$ cat src/icsr_consts.svh
// Offsets, field positions and reset values of the control/status bank.
// Assumes byte addresses of page 0 as seen by the host access port.
`ifndef ICSR_CONSTS_SVH
`define ICSR_CONSTS_SVH

`define ICSR_OFF_BURST 7'h00
`define ICSR_OFF_MODE_HI 7'h03
`define ICSR_OFF_MODE 7'h02
`define ICSR_OFF_DIAG 7'h04
`define ICSR_OFF_FLAG 7'h06
`define ICSR_OFF_AUX 7'h08
`define ICSR_OFF_AUX_HI 7'h09
`define ICSR_OFF_LIMIT 7'h0c

`define ICSR_BURST_CODE 8'h00
`define ICSR_CMD_NONE 2'h0
`define ICSR_CMD_SAMPLE 2'h1
`define ICSR_CMD_CONFIG 2'h2
`define ICSR_MODE_STAT_BIT 10
`define ICSR_MODE_STAT_RST 1'b1
`define ICSR_ORIENT_ON 2'h2
`define ICSR_EXT_TRIGGER 2'h3
`define ICSR_EXT_GPIO 2'h0

`define ICSR_RD_TEMP 7'h0e
`define ICSR_RD_XGYR 7'h12
`define ICSR_RD_YGYR 7'h16
`define ICSR_RD_ZGYR 7'h1a
`define ICSR_RD_XACC 7'h1e
`define ICSR_RD_YACC 7'h22
`define ICSR_RD_ZACC 7'h26
`define ICSR_RD_XANG 7'h64
`define ICSR_RD_YANG 7'h68
`define ICSR_RD_ZANG 7'h6c
`define ICSR_RD_XVEL 7'h70
`define ICSR_RD_YVEL 7'h74
`define ICSR_RD_ZVEL 7'h78

`define ICSR_WORD_ZERO 16'h0000

`endif

$ cat src/icsr_pkg.sv
// Types shared by the control/status bank and its surroundings.
// Assumes icsr_consts.svh for all numeric values.
`default_nettype none
package icsr_pkg;
  typedef enum logic {MODE_IDLE, MODE_BUSY} icsr_mode_state_t;

  typedef struct packed {
    logic [6:0] addr;
    logic [7:0] data;
    logic wr;
  } icsr_wr_req_t;

  typedef struct packed {
    logic [6:0] addr;
    logic rd;
  } icsr_rd_req_t;

  // Stored fault bits in register layout; bit 1 is formed on read
  typedef struct packed {
    logic rsvd15;
    logic [3:0] selftest;
    logic setErr;
    logic angOvf;
    logic velOvf;
    logic rsvd7;
    logic [1:0] hwFault;
    logic serOvr;
    logic asyncOvr;
    logic nvTest;
    logic stAny;
    logic nvSave;
  } icsr_diag_t;

  typedef struct packed {
    logic selftestDone;
    logic [3:0] selftestFail;
    logic angOvf;
    logic velOvf;
    logic hwCheckDone;
    logic [1:0] hwFault;
    logic serOvr;
    logic asyncOvr;
    logic nvTestDone;
    logic nvTestFail;
    logic nvSaveDone;
    logic nvSaveFail;
  } icsr_fault_ev_t;

  typedef struct packed {
    logic deltaEnable;
    logic rateFilterInvalid;
    logic [1:0] orientSel;
    logic [1:0] extSel;
    logic readyPinEnable;
  } icsr_cfg_t;
endpackage
`default_nettype wire

$ cat src/icsr_regs.sv
// Page-0 control and status register bank of the inertial unit.
// Assumes byte writes and word reads from the host access port, event
// pulses from the sensor core, and configuration levels from page 1.
`default_nettype none
`include "icsr_consts.svh"
module icsr_regs (
  input wire logic ref_clk,
  input wire logic sys_rst,
  input wire icsr_pkg::icsr_wr_req_t wrReq,
  input wire icsr_pkg::icsr_rd_req_t rdReq,
  output logic [15:0] rdData,
  output logic rdValid,
  output logic burstStart,
  output logic [1:0] modeRequest,
  input wire logic modeSwitchDone,
  output logic modeStatus,
  input wire icsr_pkg::icsr_fault_ev_t faultEv,
  input wire icsr_pkg::icsr_cfg_t cfg,
  input wire logic [12:0] freshSet,
  input wire logic [6:0] limitSet,
  input wire logic sampleReadySignal,
  input wire logic [1:0] auxIn,
  output logic [1:0] auxOut,
  output logic [1:0] auxOe,
  output logic extInputLevel
);
  import icsr_pkg::*;

  // Channel whose upper word is read at the given address
  function automatic logic [12:0] chanHit(input logic [6:0] a);
    logic [12:0] m;
    m = 13'h0000;
    m[12] = (a == `ICSR_RD_TEMP);
    m[11] = (a == `ICSR_RD_XGYR);
    m[10] = (a == `ICSR_RD_YGYR);
    m[9] = (a == `ICSR_RD_ZGYR);
    m[8] = (a == `ICSR_RD_XACC);
    m[7] = (a == `ICSR_RD_YACC);
    m[6] = (a == `ICSR_RD_ZACC);
    m[5] = (a == `ICSR_RD_XANG);
    m[4] = (a == `ICSR_RD_YANG);
    m[3] = (a == `ICSR_RD_ZANG);
    m[2] = (a == `ICSR_RD_XVEL);
    m[1] = (a == `ICSR_RD_YVEL);
    m[0] = (a == `ICSR_RD_ZVEL);
    return m;
  endfunction

  // Diagnostic word with combined self-test bit
  function automatic logic [15:0] diagWord(input icsr_diag_t d);
    icsr_diag_t w;
    w = d;
    w.rsvd15 = 1'b0;
    w.rsvd7 = 1'b0;
    w.stAny = |d.selftest;
    return w;
  endfunction

  // Registered state and its next values
  icsr_mode_state_t modeState, next_modeState;
  logic [1:0] modeCmd, next_modeCmd;
  logic modeStat, next_modeStat;
  logic burstPulse, next_burstPulse;
  icsr_diag_t diag, next_diag;
  logic [12:0] fresh, next_fresh;
  logic [6:0] limit, next_limit;
  logic [1:0] auxDir, next_auxDir;
  logic [1:0] auxLevel, next_auxLevel;
  logic [15:0] rdWord, next_rdWord;
  logic rdStb, next_rdStb;
  logic [1:0] pinOut, next_pinOut;
  logic [1:0] pinOe, next_pinOe;
  logic extLevel, next_extLevel;

  // Decoded address and summaries
  logic [6:0] rdAddr;
  logic [15:0] diagNow;
  logic anyFault;
  logic limitAny;
  logic [1:0] auxGpio;
  logic [1:0] auxRead;

  always_comb begin
    rdAddr = {rdReq.addr[6:1], 1'b0};
    diagNow = diagWord(diag);
    anyFault = |diagNow;
    limitAny = |limit;
    auxGpio[0] = ~cfg.readyPinEnable;
    auxGpio[1] = (cfg.extSel == `ICSR_EXT_GPIO);
    auxRead = (auxDir & auxLevel) | (~auxDir & auxIn);
  end

  // Burst trigger and mode command
  always_comb begin
    next_burstPulse = 1'b0;
    next_modeState = modeState;
    next_modeCmd = modeCmd;
    next_modeStat = modeStat;
    if (wrReq.wr && wrReq.addr == `ICSR_OFF_BURST &&
        wrReq.data == `ICSR_BURST_CODE) begin
      next_burstPulse = 1'b1;
    end
    case (modeState)
      MODE_IDLE: begin
        // Unused codes are dropped, status bit is never written
        if (wrReq.wr && wrReq.addr == `ICSR_OFF_MODE_HI &&
            (wrReq.data[1:0] == `ICSR_CMD_SAMPLE ||
             wrReq.data[1:0] == `ICSR_CMD_CONFIG)) begin
          next_modeCmd = wrReq.data[1:0];
          next_modeState = MODE_BUSY;
        end
      end
      MODE_BUSY: begin
        if (modeSwitchDone) begin
          next_modeStat = (modeCmd == `ICSR_CMD_CONFIG);
          next_modeCmd = `ICSR_CMD_NONE;
          next_modeState = MODE_IDLE;
        end
      end
      default: begin
        next_modeState = MODE_IDLE;
        next_modeCmd = `ICSR_CMD_NONE;
      end
    endcase
  end

  always_ff @(posedge ref_clk or posedge sys_rst) begin
    if (sys_rst) begin
      modeState <= MODE_IDLE;
      modeCmd <= `ICSR_CMD_NONE;
      modeStat <= `ICSR_MODE_STAT_RST;
      burstPulse <= 1'b0;
    end else begin
      modeState <= next_modeState;
      modeCmd <= next_modeCmd;
      modeStat <= next_modeStat;
      burstPulse <= next_burstPulse;
    end
  end

  // Fault, fresh-sample and limit flags; a set wins over a read clear
  always_comb begin
    next_diag = diag;
    next_fresh = fresh;
    next_limit = limit;
    if (rdReq.rd && rdAddr == `ICSR_OFF_DIAG) begin
      next_diag = '0;
    end
    if (rdReq.rd) begin
      next_fresh = fresh & ~chanHit(rdReq.addr);
    end
    if (rdReq.rd && rdAddr == `ICSR_OFF_LIMIT) begin
      next_limit = 7'h00;
    end
    next_fresh = next_fresh | freshSet;
    next_limit = next_limit | limitSet;
    if (faultEv.selftestDone) begin
      next_diag.selftest = faultEv.selftestFail;
    end
    if (!cfg.deltaEnable && (cfg.rateFilterInvalid ||
        (cfg.orientSel == `ICSR_ORIENT_ON &&
         cfg.extSel == `ICSR_EXT_TRIGGER))) begin
      next_diag.setErr = 1'b1;
    end
    if (faultEv.angOvf) begin
      next_diag.angOvf = 1'b1;
    end
    if (faultEv.velOvf) begin
      next_diag.velOvf = 1'b1;
    end
    if (faultEv.hwCheckDone) begin
      next_diag.hwFault = faultEv.hwFault;
    end
    if (faultEv.serOvr) begin
      next_diag.serOvr = 1'b1;
    end
    if (faultEv.asyncOvr) begin
      next_diag.asyncOvr = 1'b1;
    end
    if (faultEv.nvTestDone && faultEv.nvTestFail) begin
      next_diag.nvTest = 1'b1;
    end
    if (faultEv.nvSaveDone && faultEv.nvSaveFail) begin
      next_diag.nvSave = 1'b1;
    end
    next_diag.rsvd15 = 1'b0;
    next_diag.rsvd7 = 1'b0;
    next_diag.stAny = 1'b0;
  end

  always_ff @(posedge ref_clk or posedge sys_rst) begin
    if (sys_rst) begin
      diag <= '0;
      fresh <= 13'h0000;
      limit <= 7'h00;
    end else begin
      diag <= next_diag;
      fresh <= next_fresh;
      limit <= next_limit;
    end
  end

  // Aux pin port, pin drive and read data
  always_comb begin
    next_auxDir = auxDir;
    next_auxLevel = auxLevel;
    if (wrReq.wr && wrReq.addr == `ICSR_OFF_AUX) begin
      next_auxDir = wrReq.data[1:0];
    end
    if (wrReq.wr && wrReq.addr == `ICSR_OFF_AUX_HI) begin
      next_auxLevel = wrReq.data[1:0];
    end
    // Pin one carries data-ready when enabled
    next_pinOe[0] = cfg.readyPinEnable | (auxGpio[0] & next_auxDir[0]);
    next_pinOut[0] = cfg.readyPinEnable ? sampleReadySignal
                                        : next_auxLevel[0];
    next_pinOe[1] = auxGpio[1] & next_auxDir[1];
    next_pinOut[1] = next_auxLevel[1];
    next_extLevel = auxIn[1];
    // Read word registered one cycle after the request
    next_rdStb = rdReq.rd;
    next_rdWord = `ICSR_WORD_ZERO;
    if (rdReq.rd) begin
      case (rdAddr)
        `ICSR_OFF_MODE: begin
          next_rdWord[`ICSR_MODE_STAT_BIT] = modeStat;
          next_rdWord[9:8] = modeCmd;
        end
        `ICSR_OFF_DIAG: begin
          next_rdWord = diagNow;
        end
        `ICSR_OFF_FLAG: begin
          next_rdWord = {fresh[12:6], limitAny, fresh[5:0], 1'b0, anyFault};
        end
        `ICSR_OFF_AUX: begin
          next_rdWord = {6'h00, auxRead, 6'h00, auxDir};
        end
        `ICSR_OFF_LIMIT: begin
          next_rdWord = {2'h0, limit[6:1], 7'h00, limit[0]};
        end
        default: begin
          next_rdWord = `ICSR_WORD_ZERO;
        end
      endcase
    end
  end

  always_ff @(posedge ref_clk or posedge sys_rst) begin
    if (sys_rst) begin
      auxDir <= 2'h0;
      auxLevel <= 2'h0;
      pinOe <= 2'h0;
      pinOut <= 2'h0;
      extLevel <= 1'b0;
      rdStb <= 1'b0;
      rdWord <= `ICSR_WORD_ZERO;
    end else begin
      auxDir <= next_auxDir;
      auxLevel <= next_auxLevel;
      pinOe <= next_pinOe;
      pinOut <= next_pinOut;
      extLevel <= next_extLevel;
      rdStb <= next_rdStb;
      rdWord <= next_rdWord;
    end
  end

  // Ports straight from registers
  always_comb begin
    rdData = rdWord;
    rdValid = rdStb;
    burstStart = burstPulse;
    modeRequest = modeCmd;
    modeStatus = modeStat;
    auxOut = pinOut;
    auxOe = pinOe;
    extInputLevel = extLevel;
  end
endmodule
`default_nettype wire

$ cat config.mk
export PLATFORM = sky130hd
export DESIGN_NAME = icsr_regs
export DESIGN_NICKNAME = d
export VERILOG_FILES = /design/src/icsr_pkg.sv /design/src/icsr_regs.sv
export VERILOG_INCLUDE_DIRS = /design/src
export SDC_FILE = /design/constraint.sdc
export NUM_CORES = 1
export LEC_CHECK = 0
export BUFFER_PORTS_ARGS = -buffer_cell sky130_fd_sc_hd__buf_2
export CAP_MARGIN = 20
export CELL_PAD_IN_SITES_DETAIL_PLACEMENT = 1
export CELL_PAD_IN_SITES_GLOBAL_PLACEMENT = 1
export CORE_UTILIZATION = 40
export CTS_CLUSTER_DIAMETER = 50
export DETAILED_ROUTE_END_ITERATION = 12
export HOLD_SLACK_MARGIN = 0.06
export PLACE_DENSITY = 0.82
export SETUP_SLACK_MARGIN = 0.3
export SYNTH_ARGS = -nofsm -noshare
export SYNTH_HDL_FRONTEND = slang
export SYNTH_SLANG_ARGS = --single-unit
$ cat constraint.sdc
create_clock -name ref_clk -period 3.48 [get_ports ref_clk]
set_input_delay 0.696 -clock ref_clk [delete_from_list [all_inputs] [get_ports ref_clk]]
set_output_delay 0.696 -clock ref_clk [all_outputs]
set_load 0.01 [all_outputs]
==> metrics.cfg, run 1 <==
[power]
ir_worst_vdd_v=0.000187
p_leak_nw=1.64
clkPwrFrac=0.415
power_mw=1.55
p_per_area_mw_per_mm2=436
p_seq_frac=0.493
netSwitchingPower_mw=0.389
switching_share=0.251
p_comb_frac=0.091
p_int_mw=1.16

[synth]
synth_area_per_cell_sq_um=11.1
synth_ff_type=dfrtp_1
synth-edff-count=0
synthCells=250
yosys-top-cells-count=dfrtp_1 (62), nand2_1 (35), a21o_1 (23)
synth_area_leaders=dfrtp_1 (56%), a21o_1 (6.2%), nand2_1 (4.7%), mux2_2 (2.8%), a22o_1 (2.2%)
synthesis.area_sq_mm=0.00278
synth_most_common_cell=dfrtp_1
syn_nets=324
synthArstFlopShare=1.00
synth_seq_cells=63
ys_seq_area_frac=0.568
synth_cell_type_count=48
yosys.area.top_type_share=0.559
synth_top_area_cell=dfrtp_1
yosysWarnings=0

[floorplanning]
ios=99
dieHeight_microns=85.3
core_area_sq_mm=0.00676
dieWidth_microns=85.3
row_count=30
start_util=0.411
die_area_sq_mm=0.00728

[timing]
setup_tns_ps=0
finalCritPeriodShare=0.630
skew_ps=10.6
period_needed_ps=2190
max_slew_margin=0.594
setup_viol=0
finalHoldViolations=0
worst_pin_slew_ps=601
fmax_mhz=456
rsz0062_at_grt=false
slew_violations=0

[placed_design]
dp.final_hpwl_microns=5860
place.gp.congestion=0.804
port-buffer-count=98

[global_routing]
grt.overflow.total=0
grt.total_usage=0.234
grt_max_degree=51
grt_pass1_wl_microns=12800
grt_pass1_vias=2554
antenna_found_initial=0

[worst_setup_path]
crit_required_ps=3720
path_class=input port to register
cp_data_arrival_time_ps=2430
critPathCaptureType=register
rr_worst_depth=4
startpoint_type=input port
crit_fanout=21

[run]
cap_violations=0

[cts]
clk_pin_slew_ps=70
cts_root_buffer=clkbuf_8
clock-sinks=63
post_cts_resized=0
htree_levels=3
clock_latency_ps=350
post_cts_buffers=0
cts_tree=built
clockBufferDepth=2
cts_hold_buffers=0
cts_buffers=9

[route]
drt_wl_total_microns=7650
first_pass_iters=4
via_per_inst=5.41
avgRoutedWirePerCell_microns=17.5
via_count=2362
drtAntennaViolNets=0
drcViolationCount=0
drt_iter0_markers=111

[cells_and_area]
layout.nets=426
area_growth_pct=27.8
drive_gt1_frac=0.381
antennaDiodeCount=0
fin_util=0.525
n_fill_cell=772

[run_status]
outcome=complete, no violations

[min_path]
hp-class=input port to async pin

worst paths after layout:
path                                 startpoint                       to  slack (ps)
max reg2reg                diag[11]$_DFFE_PP0P_      rdData[0]$_DFF_PP0_        2060
min                                     sys_rst      diag[6]$_DFFE_PP0P_         270
max in group asynchronous               sys_rst      rdData[0]$_DFF_PP0_        2550
max                                    rdReq[3]      diag[0]$_DFFE_PP0P_        1290
min reg2reg                  fresh[5]$_DFF_PP0_       fresh[5]$_DFF_PP0_         480
min in group ref_clk                   auxIn[1]  extInputLevel$_DFF_PP0_         470
kinds of logic (layout without fill, tap and decap cells):
group | count (synthesis) | after routing | share of synthesized area
and+or+nand+nor | 97 | 97 | 0.199
DFF | 63 | 63 | 0.568
AOI/OAI and AO/OA | 60 | 60 | 0.152
buffers and inverters | 16 | 123 | 0.0266
muxes | 12 | 12 | 0.0464
adders and majority gates | 1 | 1 | 0.00450
xor gates and xnor gates | 1 | 1 | 0.00315
state kept, by name (all words and copies together), names as in the netlist, 2 cells and up:
signal       count
rdData          16
diag            13
fresh           13
limit            7
auxDir           2
auxLevel         2
auxOe            2
modeRequest      2
cell usage in the layout, fill, tap and decap left out, types with 6 or more instances in the layout:
master,count
nand2_1,35
a22o_1,7
a22oi_1,6
nor2_1,9
mux2_2,7
dfrtp_1,62
o21ai_0,10
buf_2,98
a21o_1,23
clkbuf_8,10
worst max-delay path, stage by stage:
cell and delay [ps]:
buf_2 310, nor4b_1 560, nand3_1 520, a22o_1 330
routing by layer:
layer | global-route usage | wire (microns)
met4 | 0.0894 | 126
met3 | 0.0525 | 366
met5 | 0 | 0
met1 | 0.292 | 3300
met2 | 0.396 | 3860
per-stage QoR:
stage	cells	cell area (sq um)	setup WS, ps	hold slack [ps]
after floorplan	250	2780	1220	441
after global placement	420	3330	1170	453
after detailed placement	420	3330	904	465
after CTS	436	3530	1270	464
after global routing	437	3550	1050	283
final	437	3550	1290	271
final cells by class:
type                       instances  area, sq um  area share
clock buffer                      10          138      0.0388
clock inverter                     6         60.1      0.0169
inverter                           6         22.5     0.00634
multi-input combinational        171         1130       0.317
sequential                        63         1580       0.444
tap                               80          100      0.0282
timing repair buffer             101          526       0.148
power groups by stage:
| stage | logic [mW] | clock network [mW] | registers (mW) |
|---|---|---|---|
| after floorplan | 0.0642 | 0 | 0.776 |
| after global placement | 0.133 | 0 | 0.777 |
| after detailed placement | 0.140 | 0 | 0.779 |
| after CTS | 0.140 | 0.651 | 0.765 |
| after global routing | 0.158 | 0.682 | 0.767 |
| final | 0.141 | 0.643 | 0.764 |
Note: power is estimated with default switching activity, not from simulation.
==> run 2: changes to the inputs <==
- CORE_UTILIZATION: 40 -> 37
- PLACE_DENSITY: 0.82 -> 0.76
- clock period: 3.48 -> 2.23 ns (I/O delays scaled with it)
==> run 2 against run 1 <==
Effect of this change: design area rose by 0.99%; core utilization fell by 3.1 points; highest routed layer unchanged; global-route usage fell by 2.8 points; combinational power rose by 52%; critical endpoint is now auxOut[0]$_DFF_PP0_; die area is 7.9% higher; largest cell class unchanged; sequential share of layout area shrank 0.43 points; first-iteration DRC count up 11%.
==> metrics.cfg, run 2 (synthesis results as in run 1) <==
[run_status]
outcome=complete, no violations

[worst_setup_path]
crit_fanout=3
max_stage_delay_ps=410
cp_data_arrival_time_ps=1960
path_class=input port to register
rrSetupSlack_ps=920
crit_required_ps=2450
startpoint_type=input port
crit_chain=buf_2 > or3_4 > nor4_2 > mux2_2 > mux2_2
crit_top_cell=mux2_2
critPathSlowestCell=or3_4
critPathCaptureType=register
r2r-start=diag[11]$_DFFE_PP0P_
crit_path_start=wrReq[11]

[route]
avgRoutedWirePerCell_microns=16.0
drcViolationCount=0
via_count=2288
drt_wl_total_microns=7310
drt_iter0_markers=123
drtAntennaViolNets=0
first_pass_iters=4
via_per_inst=5.02

[global_routing]
grt.total_usage=0.205
antenna_found_initial=0
grt_max_degree=64
met1_usage=0.248
busiest_layer=met2
grt.overflow.total=0
met3_usage=0.0606
grt_pass1_vias=2430
grtUsageMet2=0.351
grt_pass1_wl_microns=11800

[cells_and_area]
fin_cells=456
seq_area_sq_mm=0.00158
drive_gt1_frac=0.373
multi_input_area_sq_mm=0.00113
mostFrequentLayoutCells=buf_2 (98), dfrtp_1 (62), nand2_1 (35), a21o_1 (23), o21ai_0 (10)
largest_register_ffs=16
layout.nets=426
n_fill_cell=862
area_growth_pct=29.1
final_common_cell=buf_2
antennaDiodeCount=0

[timing]
fmax_mhz=577
slew_violations=0
setup_viol=0
rsz0062_at_grt=false
setup_tns_ps=0
period_needed_ps=1730
worst_pin_slew_ps=523
finalHoldViolations=0
max_slew_margin=0.646
skew_ps=6.35
finalCritPeriodShare=0.777

[power]
ir_worst_vdd_v=0.000292
p_leak_nw=1.64
p_per_area_mw_per_mm2=682

[floorplanning]
dieHeight_microns=88.6
dieWidth_microns=88.6
ios=99
start_util=0.383
die_area_sq_mm=0.00786
row_count=31
core_area_sq_mm=0.00725

[cts]
cts_tree=built
post_cts_resized=0
clk_pin_slew_ps=60
post_cts_buffers=0
clockBufferDepth=2
cts_hold_buffers=0
cts_root_buffer=clkbuf_8
clock-sinks=63
clock_latency_ps=340
htree_levels=3
cts_buffers=9

[placed_design]
placed_cells=440
port-buffer-count=98
place.gp.congestion=0.771
dp.final_hpwl_microns=5630

[min_path]
hp-class=input port to async pin

[run]
cap_violations=0

## run 2: cell count changes in the layout (fill, tap and decap cells not counted), sizes merged
cell,before,now
clkbuf,10,12
bufinv,1,2
inv,6,5
clkinv,3,2
clkinvlp,2,1
## run 2: final timing paths
kind | endpoint | cells past startpoint
min in group ref_clk | extInputLevel$_DFF_PP0_ | 1
max in group asynchronous | modeStatus$_DFFE_PP1P_ | 3
setup / recovery | auxOut[0]$_DFF_PP0_ | 5
setup reg to reg | rdData[0]$_DFF_PP0_ | 4
hold reg to reg | fresh[12]$_DFF_PP0_ | 1
hold / removal | auxOe[1]$_DFF_PP0_ | 3
## run 2: per-layer routing
metal | vias up | wire length (microns) | part of all wire
li1 | 1099 | - | -
met1 | 1108 | 3150 | 0.43
met2 | 75 | 3670 | 0.50
met3 | 6 | 416 | 0.057
met4 | 0 | 82 | 0.011
met5 | - | 0 | 0
## run 2: stage by stage
stage	util	hold WS, ps	setup slack [ps]	cell area [sq um]	total power, mW
after floorplan	-	441	373	2780	1.31
after global placement	0.466	453	216	3380	1.43
after detailed placement	0.466	461	129	3380	1.43
after CTS	0.494	197	494	3580	2.48
after global routing	0.494	208	432	3580	2.55
final	0.494	187	497	3580	2.45
## run 2: layout make-up
cell class	count	area share
flip-flops and latches	63	0.440
clock inverters	4	0.0195
repair buffers	101	0.147
multi-input cells	171	0.314
clock buffers	12	0.0377
inverters	6	0.00733
well taps	99	0.0346
## run 2: power by group
| group | internal (mW) | total (mW) | switching, mW |
|---|---|---|---|
| clock | 0.627 | 1.04 | 0.411 |
| combinational | 0.0995 | 0.215 | 0.115 |
| sequential | 1.17 | 1.19 | 0.0220 |
## run 2: critical path: cells and delay by family
kind / cells / cell delay (ps)
buffers and inverters: 1 / 100
muxes: 2 / 650
and+or+nand+nor: 2 / 770
